File: src/shared/alarm_pkg.sv
// alarm codes, attributes, timing and state types for the servo alarm manager
// assumes a single system clock; table order is also the capture priority
package alarm_pkg;

    // ------------------------------------------------------------
    // clock and timing
    // ------------------------------------------------------------
    localparam int MCLK_HZ = 10000000;
    localparam int MS_PER_S = 1000;
    localparam int CYCLES_PER_MS = MCLK_HZ / MS_PER_S;
    localparam int OVERLOAD_HOLD_S = 10;
    localparam int OVERLOAD_HOLD_MS = OVERLOAD_HOLD_S * MS_PER_S;
    localparam int STOP_LIMIT_MAX_MS = 1000;
    localparam int STOP_LIMIT_W = 10;
    localparam int MS_W = 14;
    localparam int CYC_W = 14;

    // ------------------------------------------------------------
    // alarm table, index = detector input bit, lower index wins
    // ------------------------------------------------------------
    localparam int N_ALARM = 23;
    localparam int IDX_W = 5;
    localparam int IDX_OVERLOAD = 6;
    localparam int IDX_ENC_LOSS = 8;
    localparam int IDX_POS_DEV = 11;
    localparam int IDX_OVERSPEED = 13;
    localparam int IDX_OVERSPEED2 = 14;
    localparam int IDX_PULSE_MULT = 16;
    localparam int IDX_DEV_OVF = 17;
    localparam int IDX_PARAM = 18;
    localparam int IDX_TRAVEL = 19;
    localparam int IDX_ABS_DOWN = 20;
    localparam int IDX_ABS_OVERSPEED = 21;
    localparam int IDX_FORCED = 22;

    // main codes held as two bcd digits
    localparam logic [7:0] MAIN_BCD [N_ALARM] = '{
        8'h11, 8'h12, 8'h13, 8'h14, 8'h14, 8'h15, 8'h16, 8'h18,
        8'h21, 8'h21, 8'h23, 8'h24, 8'h24, 8'h26, 8'h26, 8'h27,
        8'h27, 8'h29, 8'h36, 8'h38, 8'h40, 8'h42, 8'h87};
    localparam logic [3:0] SUB_CODE [N_ALARM] = '{
        4'h0, 4'h0, 4'h0, 4'h0, 4'h1, 4'h0, 4'h0, 4'h0,
        4'h0, 4'h1, 4'h0, 4'h0, 4'h1, 4'h0, 4'h1, 4'h0,
        4'h2, 4'h0, 4'h0, 4'h0, 4'h0, 4'h0, 4'h0};

    // attribute bits
    localparam int ATTR_HIST = 0;
    localparam int ATTR_CLR = 1;
    localparam int ATTR_IMM = 2;
    localparam logic [2:0] ATTR [N_ALARM] = '{
        3'h2, 3'h3, 3'h2, 3'h1, 3'h1, 3'h5, 3'h3, 3'h5,
        3'h1, 3'h1, 3'h1, 3'h7, 3'h7, 3'h7, 3'h3, 3'h7,
        3'h7, 3'h3, 3'h0, 3'h2, 3'h3, 3'h3, 3'h2};

    // ------------------------------------------------------------
    // stop sequence and display
    // ------------------------------------------------------------
    localparam logic [2:0] STOP_SEL_MIN = 3'h4;
    localparam int N_DIGIT = 3;
    localparam logic [6:0] SEG_BLANK = 7'h00;
    localparam logic [6:0] SEG7 [16] = '{
        7'h3f, 7'h06, 7'h5b, 7'h4f, 7'h66, 7'h6d, 7'h7d, 7'h07,
        7'h7f, 7'h6f, 7'h77, 7'h7c, 7'h39, 7'h5e, 7'h79, 7'h71};

    typedef enum logic [1:0] {ST_NORMAL, ST_FAST_STOP, ST_TRIP} state_t;

endpackage

File: src/shared/alarm_code_if.sv
// lookup request and answer between the alarm manager and its code table
// purely combinational; no clock travels here
`timescale 1ns/1ns
`default_nettype none
interface alarm_code_if;
    logic [alarm_pkg::IDX_W-1:0] idx;
    logic [1:0] param_cause;
    logic [7:0] main_bcd;
    logic [3:0] sub_code;
    logic hist;
    logic clr;
    logic imm;
    modport table_side (input idx, input param_cause,
                        output main_bcd, output sub_code, output hist, output clr, output imm);
    modport user_side (output idx, output param_cause,
                       input main_bcd, input sub_code, input hist, input clr, input imm);
endinterface
`default_nettype wire

File: src/core/alarm_code_table.sv
// fixed per-alarm code and attribute lookup
// assumes idx below alarm_pkg::N_ALARM
`timescale 1ns/1ns
`default_nettype none
module alarm_code_table (
    // lookup port
    alarm_code_if.table_side look
);
    wire [2:0] attr = alarm_pkg::ATTR[look.idx];
    wire is_param = look.idx == alarm_pkg::IDX_W'(alarm_pkg::IDX_PARAM);

    assign look.main_bcd = alarm_pkg::MAIN_BCD[look.idx];
    // storage faults carry their cause as sub code
    assign look.sub_code = is_param ? {2'h0, look.param_cause} : alarm_pkg::SUB_CODE[look.idx];
    assign look.hist = attr[alarm_pkg::ATTR_HIST];
    assign look.clr = attr[alarm_pkg::ATTR_CLR];
    assign look.imm = attr[alarm_pkg::ATTR_IMM];
endmodule
`default_nettype wire

File: src/core/servo_alarm_manager.sv
// servo drive alarm manager: capture, trip, fast stop, clear and display
// assumes detector and clear inputs synchronous to mclk_in
`timescale 1ns/1ns
`default_nettype none
// Notes on behaviour
// - any protective detection drops the fault output, latches a trip and shows the code on the 7-segment digits.
// - position deviation excess is 24.0 and velocity deviation excess is 24.1, both immediate-stop alarms.
// - command pulse frequency fault is 27.0 and pulse multiplier fault is 27.2, both immediate-stop alarms.
// - a clear of the overload alarm is refused until about ten seconds after it was raised.
// - the absolute system down and absolute overspeed alarms survive clears until the absolute encoder is cleared.
// - a clearable alarm may be cleared by the clear input, the front panel or the communication port.
// - fast shutdown happens only for immediate-stop alarms and only with stop sequence select 4 to 7.
// - encoder link loss is 21.0, link fault is 21.1 and encoder data faults are 23.
// - deviation counter overflow is 29.0 and is not an immediate-stop alarm.
// - parameter storage faults are code 36 with sub code 0 to 3 for the cause, without immediate stop.
// - the forced-alarm input raises 87.0.
// - the over-travel inhibit input raises 38 without immediate stop.
// - a stop time limit of zero skips the fast stop and trips at once; the limit spans 0 to 1000 ms.
// - with both overspeed alarms together the first is shown but no fast shutdown is made.
module servo_alarm_manager #(
    parameter int CYCLES_PER_MS = alarm_pkg::CYCLES_PER_MS
) (
    // clock and reset
    input wire logic mclk_in,
    input wire logic rst_b_in,
    // fault detectors, one level per table entry
    input wire logic [alarm_pkg::N_ALARM-1:0] fault_det_in,
    input wire logic [1:0] param_cause_in,
    // stop configuration and motion state
    input wire logic [2:0] stop_sequence_select_in,
    input wire logic [alarm_pkg::STOP_LIMIT_W-1:0] stop_time_limit_in,
    input wire logic stop_done_in,
    // clear paths
    input wire logic fault_clear_input_in,
    input wire logic panel_clear_in,
    input wire logic comm_clear_in,
    input wire logic abs_encoder_clear_in,
    // alarm state
    output logic fault_output_out,
    output logic trip_out,
    output logic fast_stop_out,
    output logic [7:0] main_code_out,
    output logic [3:0] sub_code_out,
    output logic hist_attr_out,
    output logic clr_attr_out,
    output logic imm_attr_out,
    output logic history_write_out,
    output logic clear_reject_out,
    // display, digit 0 main tens, 1 main units, 2 sub
    output logic [6:0] seg_out [alarm_pkg::N_DIGIT]
);

    // ------------------------------------------------------------
    // state
    // ------------------------------------------------------------
    alarm_pkg::state_t state_q, state_d;
    logic [alarm_pkg::IDX_W-1:0] idx_q;
    logic [7:0] main_q;
    logic [3:0] sub_q;
    logic hist_q, clr_q, imm_q;
    logic hist_wr_q, reject_q;
    logic clr_in_q;
    logic abs_clr_q, abs_clr_d;
    logic [alarm_pkg::CYC_W-1:0] cyc_q, cyc_d;
    logic [alarm_pkg::MS_W-1:0] ms_q, ms_d;
    logic [6:0] seg_q [alarm_pkg::N_DIGIT];
    logic [alarm_pkg::IDX_W-1:0] cap_idx;
    logic [alarm_pkg::N_ALARM-1:0] imm_mask;

    alarm_code_if look ();

    alarm_code_table u_table (
        .look(look.table_side)
    );

    // ------------------------------------------------------------
    // capture and lookup
    // ------------------------------------------------------------
    // lowest index wins, so 26.0 shows over 26.1
    always_comb begin
        cap_idx = '0;
        for (int i = alarm_pkg::N_ALARM - 1; i >= 0; i--) begin
            if (fault_det_in[i]) begin
                cap_idx = alarm_pkg::IDX_W'(i);
            end
        end
    end

    genvar g;
    generate
        for (g = 0; g < alarm_pkg::N_ALARM; g++) begin : g_mask
            assign imm_mask[g] = alarm_pkg::ATTR[g][alarm_pkg::ATTR_IMM];
        end
    endgenerate

    assign look.idx = cap_idx;
    assign look.param_cause = param_cause_in;

    wire any_det = |fault_det_in;
    wire capture = (state_q == alarm_pkg::ST_NORMAL) && any_det;
    // a live non-stop alarm, such as 26.1, vetoes the fast stop
    wire any_non_imm = |(fault_det_in & ~imm_mask);
    wire sel_ok = stop_sequence_select_in >= alarm_pkg::STOP_SEL_MIN;
    wire limit_zero = stop_time_limit_in == '0;
    wire fast_ok = look.imm && sel_ok && !limit_zero && !any_non_imm;

    // ------------------------------------------------------------
    // millisecond timer since capture
    // ------------------------------------------------------------
    localparam logic [alarm_pkg::MS_W-1:0] HOLD_MS = alarm_pkg::MS_W'(alarm_pkg::OVERLOAD_HOLD_MS);
    wire tick = cyc_q == alarm_pkg::CYC_W'(CYCLES_PER_MS - 1);
    wire ms_sat = ms_q == HOLD_MS;
    assign cyc_d = (capture || tick) ? '0 : cyc_q + 1'b1;
    // saturates at the overload hold, which is longer than any stop limit
    assign ms_d = capture ? '0 : (tick && !ms_sat) ? ms_q + 1'b1 : ms_q;
    wire stop_expired = ms_q >= {4'h0, stop_time_limit_in};

    // ------------------------------------------------------------
    // clear decision
    // ------------------------------------------------------------
    wire clr_rise = fault_clear_input_in && !clr_in_q;
    wire clr_req = clr_rise || panel_clear_in || comm_clear_in;
    wire is_overload = idx_q == alarm_pkg::IDX_W'(alarm_pkg::IDX_OVERLOAD);
    wire is_abs = (idx_q == alarm_pkg::IDX_W'(alarm_pkg::IDX_ABS_DOWN)) ||
                  (idx_q == alarm_pkg::IDX_W'(alarm_pkg::IDX_ABS_OVERSPEED));
    wire hold_ok = !is_overload || (ms_q >= HOLD_MS);
    wire abs_ok = !is_abs || abs_clr_q;
    wire clr_ok = (state_q == alarm_pkg::ST_TRIP) && clr_q && hold_ok && abs_ok;
    wire clear_accept = clr_req && clr_ok;
    wire clear_refuse = clr_req && (state_q != alarm_pkg::ST_NORMAL) && !clr_ok;
    // encoder clear counts only while an alarm stands and is forgotten at the next capture
    assign abs_clr_d = capture ? 1'b0 :
                       (abs_encoder_clear_in && state_q != alarm_pkg::ST_NORMAL) ? 1'b1 : abs_clr_q;

    // ------------------------------------------------------------
    // trip sequencing
    // ------------------------------------------------------------
    always_comb begin
        state_d = state_q;
        unique case (state_q)
            alarm_pkg::ST_NORMAL: begin
                if (capture) begin
                    state_d = fast_ok ? alarm_pkg::ST_FAST_STOP : alarm_pkg::ST_TRIP;
                end
            end
            alarm_pkg::ST_FAST_STOP: begin
                // a non-stop alarm during the stop ends it at once
                if (stop_done_in || stop_expired || any_non_imm) begin
                    state_d = alarm_pkg::ST_TRIP;
                end
            end
            alarm_pkg::ST_TRIP: begin
                if (clear_accept) begin
                    state_d = alarm_pkg::ST_NORMAL;
                end
            end
        endcase
    end

    always_ff @(posedge mclk_in or negedge rst_b_in) begin
        if (!rst_b_in) begin
            state_q <= alarm_pkg::ST_NORMAL;
            cyc_q <= '0;
            ms_q <= '0;
            clr_in_q <= 1'b0;
            abs_clr_q <= 1'b0;
            hist_wr_q <= 1'b0;
            reject_q <= 1'b0;
        end else begin
            state_q <= state_d;
            cyc_q <= cyc_d;
            ms_q <= ms_d;
            clr_in_q <= fault_clear_input_in;
            abs_clr_q <= abs_clr_d;
            hist_wr_q <= capture && look.hist;
            reject_q <= clear_refuse;
        end
    end

    // the code stays latched after a clear; only the display blanks
    always_ff @(posedge mclk_in or negedge rst_b_in) begin
        if (!rst_b_in) begin
            idx_q <= '0;
            main_q <= '0;
            sub_q <= '0;
            {hist_q, clr_q, imm_q} <= 3'h0;
        end else if (capture) begin
            idx_q <= cap_idx;
            main_q <= look.main_bcd;
            sub_q <= look.sub_code;
            {hist_q, clr_q, imm_q} <= {look.hist, look.clr, look.imm};
        end
    end

    // ------------------------------------------------------------
    // display
    // ------------------------------------------------------------
    wire alarmed = state_q != alarm_pkg::ST_NORMAL;
    wire [3:0] digit [alarm_pkg::N_DIGIT];
    assign digit[0] = main_q[7:4];
    assign digit[1] = main_q[3:0];
    assign digit[2] = sub_q;

    generate
        for (g = 0; g < alarm_pkg::N_DIGIT; g++) begin : g_seg
            always_ff @(posedge mclk_in or negedge rst_b_in) begin
                if (!rst_b_in) begin
                    seg_q[g] <= alarm_pkg::SEG_BLANK;
                end else begin
                    seg_q[g] <= alarmed ? alarm_pkg::SEG7[digit[g]] : alarm_pkg::SEG_BLANK;
                end
            end
            assign seg_out[g] = seg_q[g];
        end
    endgenerate

    // ------------------------------------------------------------
    // outputs
    // ------------------------------------------------------------
    assign fault_output_out = !alarmed;
    assign trip_out = state_q == alarm_pkg::ST_TRIP;
    assign fast_stop_out = state_q == alarm_pkg::ST_FAST_STOP;
    assign main_code_out = main_q;
    assign sub_code_out = sub_q;
    assign hist_attr_out = hist_q;
    assign clr_attr_out = clr_q;
    assign imm_attr_out = imm_q;
    assign history_write_out = hist_wr_q;
    assign clear_reject_out = reject_q;
endmodule
`default_nettype wire

File: config.mk
export PLATFORM = sky130hd
export DESIGN_NAME = servo_alarm_manager
export DESIGN_NICKNAME = d
export VERILOG_FILES = /design/src/shared/alarm_pkg.sv /design/src/shared/alarm_code_if.sv /design/src/core/alarm_code_table.sv /design/src/core/servo_alarm_manager.sv
export SDC_FILE = /design/constraint.sdc
export NUM_CORES = 1
export LEC_CHECK = 0
export ABC_AREA = 1
export BUFFER_PORTS_ARGS = -buffer_cell sky130_fd_sc_hd__buf_2
export CAP_MARGIN = 15
export CORE_MARGIN = 2
export CORE_UTILIZATION = 31
export DETAILED_ROUTE_END_ITERATION = 12
export GPL_ROUTABILITY_DRIVEN = 0
export GPL_TIMING_DRIVEN = 0
export HOLD_SLACK_MARGIN = 0.12
export PLACE_DENSITY = 0.59
export SLEW_MARGIN = 20
export SYNTH_ARGS = -nofsm -noshare
export SYNTH_HDL_FRONTEND = slang
export SYNTH_SLANG_ARGS = --single-unit
export TNS_END_PERCENT = 30
File: constraint.sdc
create_clock -name mclk_in -period 2.2 [get_ports mclk_in]
set_clock_uncertainty 0.2 [all_clocks]
set_input_delay 0.11 -clock mclk_in [delete_from_list [all_inputs] [get_ports mclk_in]]
set_output_delay 0.11 -clock mclk_in [all_outputs]
set_load 0.01 [all_outputs]
==> results.md <==
* RSZ-0062 raised after global routing: true
* DRC at 0
* Post-route ant nets at 0
* Final net count at 779
* Synth Area per Inst at 7.79 um^2
* Minimum clock period at 2.41 ns
* Drt first pass iters at 5
* Vias in the first global route at 3987
* Share of layout cells above drive strength 1 at 0.251
* Max Transition Viols Final at 0
* Final Core Density at 0.423
* Failing checks: setup timing
* Cell taking the most area after synthesis: dfrtp_1
* Maximum vdd drop at 0.453 mV
* Die area at 15300 um^2
* Lkg Pwr at 3.01 nW
* Area share of the largest cell type after synthesis at 0.404
* Grt ovf at 0
* Ys Warns at 0
* Global-route wire length before repair at 18700 um
* Async SR Flop Fraction at 1.00
* Via/cell ratio at 4.85
* #FFs+latches synth at 72
* Pwr Total at 0.00546 W
* Number of synthesized flops with an enable pin at 0
* Synth area leaders: dfrtp_1, ha_1, nand2_1
* Synthesized area at 4450 um^2
* Syn-to-layout area delta at 32.2%
* Worst Setup Slack, final at -0.207 ns
* Routed len/inst at 13.1 um
* Root Buffer Master: clkbuf_16
* Ports at 86
* Via Count at 4286
* Worst Path Required at 2.23 ns
* FMAX at 415 MHz
* Final setup viols at 9
* CORE AREA at 13900 um^2
* Ys flop type: dfrtp_1
* Clock tree buffer depth at 2
* Tightest Hold Check Type: in2reg
* Skew-Pair Late Insertion Delay at 0.34 ns
* Synth cell count leaders: nand2_1, inv_1, dfrtp_1, nor2_1, ha_1
* Max_slew headroom at 0.646
* CP Max Fanout at 4
* Synth Instances at 572
* Status: finished with violations
* Most numerous cell in the Yosys netlist: nand2_1
* DRT iter0 DRCs at 274
* CP arrival at 2.44 ns
* Die Span X at 124 um
* Clock transition at the registers of the reported paths at 0.06 ns
* Total GRT Usage at 0.154
* Crit. End Element: flop
* CTS Sinks at 72
* Final Hold Viols at 0
* H-Tree Depth at 3
* Max capacitance violation total at 0
* Initial Util at 0.320
* PD cells at 927 nW/um^2
* Row cnt at 43
* Drt total wl at 11500 um
* Final cycle utilization of the critical path at 1.09
* Worst Tran Pin Value at 0.527 ns
* Detailed Place HPWL at 8440 um
* Worst setup SP type: flop
* Die H at 124 um
* CTS tree: built
* Initial antenna violation count at 0
* N_diodes at 0
* Total CTS buffers at 9
* Sequential-to-total area share from yosys stat at 0.404
* Crit Path Class: reg2reg
* Synth unique cells at 46
* Number of buffers added on ports at 81
* Pin count of the biggest net entering global routing at 44
state kept, by name, summed over array words and instances (netlist names), 2 cells and up:
register / count
ms_q: 14
main_code_out: 8
state_q: 2
idx_q: 5
sub_code_out: 2
seg_out: 20
cyc_q: 14
critical path, stage by stage (launching register included):
cell and delay [ns]:
dfrtp_1 0.36, ha_2 0.19, nand2_2 0.06, inv_2 0.07
nand2_4 0.06, nor3_4 0.19, inv_2 0.07, nor2_4 0.14
nand4_1 0.16, nor2_1 0.15, nand4_1 0.12, nor2_2 0.16
nand2_2 0.11, nor2_4 0.10, a21oi_1 0.07, o21a_1 0.10
cells in the final DEF, fill, tap and decap left out, drive strengths merged, types with 26 or more instances in the layout:
cell and count:
dfrtp 72, nor2 67, o21ai 39, a21oi 35
inv 91, ha 35, nand3 31, nor3 26
nand2 112, buf 108
cells by family after synthesis:
kind of cell | count (synthesis) | share of synthesized area
other | 1 | 0.000842
buffers and inverters | 103 | 0.0907
and+or+nand+nor | 265 | 0.281
adders and majority gates | 35 | 0.0983
AOI/OAI and AO/OA | 95 | 0.122
DFF | 72 | 0.404
xor gates and xnor gates | 1 | 0.00197
where the power goes:
| group | switching, W | leakage [nW] | internal [W] | total [W] |
|---|---|---|---|---|
| Combinational | 0.00127 | 1.91 | 0.000734 | 0.00201 |
| Sequential | 0.000183 | 0.937 | 0.00165 | 0.00183 |
| Clock | 0.000615 | 0.162 | 0.00101 | 0.00162 |
metrics by stage:
stage	area, um^2	TNS (ns)	hold WS (ns)	worst slack [ns]	cells
global route	5890	-3.08	0.131	-0.411	884
floorplan	4470	0	-0.386	0.0101	573
finish	5890	-0.989	0.0716	-0.207	884
CTS	5730	-0.536	0.134	-0.116	877
global placement	5100	-2.23	0.0348	-0.299	834
detailed placement	5130	-2.97	-0.125	-0.373	835
layer usage:
layer,global-route usage,up-vias,wire length [um]
met2,0.257,138,5550
met1,0.201,2007,5180
met4,0.0490,0,155
li1,-,2128,-
met5,0,-,0
met3,0.0321,13,659
cell type report:
class / count / area (um^2)
Tap cell: 180 / 225
Clock inverter: 7 / 103
Sequential cell: 72 / 1800
Inverter: 89 / 337
Fill cell: 1370 / 8050
Buffer: 14 / 72.6
Multi-Input combinational cell: 398 / 2390
Timing Repair Buffer: 115 / 733
Clock buffer: 9 / 225
worst paths after layout:
kind / from / endpoint / slack [ns] / depth (start not counted)
min reg2reg: idx_q[1]$_DFFE_PN0P_ / idx_q[1]$_DFFE_PN0P_ / 0.29 / 2
max: cyc_q[1]$_DFF_PN0_ / ms_q[12]$_DFFE_PN0P_ / -0.21 / 15
min in group asynchronous: rst_b_in / clr_in_q$_DFF_PN0_ / 0.63 / 4
max reg2reg: cyc_q[1]$_DFF_PN0_ / ms_q[12]$_DFFE_PN0P_ / -0.21 / 15
min: fault_det_in[0] / idx_q[1]$_DFFE_PN0P_ / 0.07 / 4
max in group asynchronous: rst_b_in / history_write_out$_DFF_PN0_ / 0.95 / 4
repair_timing:
action,4_1_cts,5_1_grt
pin swaps,5,11
setup endpoints to repair,18,19
hold buffers,16,0
hold endpoints to repair,83,0
setup buffers,10,7
gates resized for setup,10,28
(Power assumes the default switching activity.)
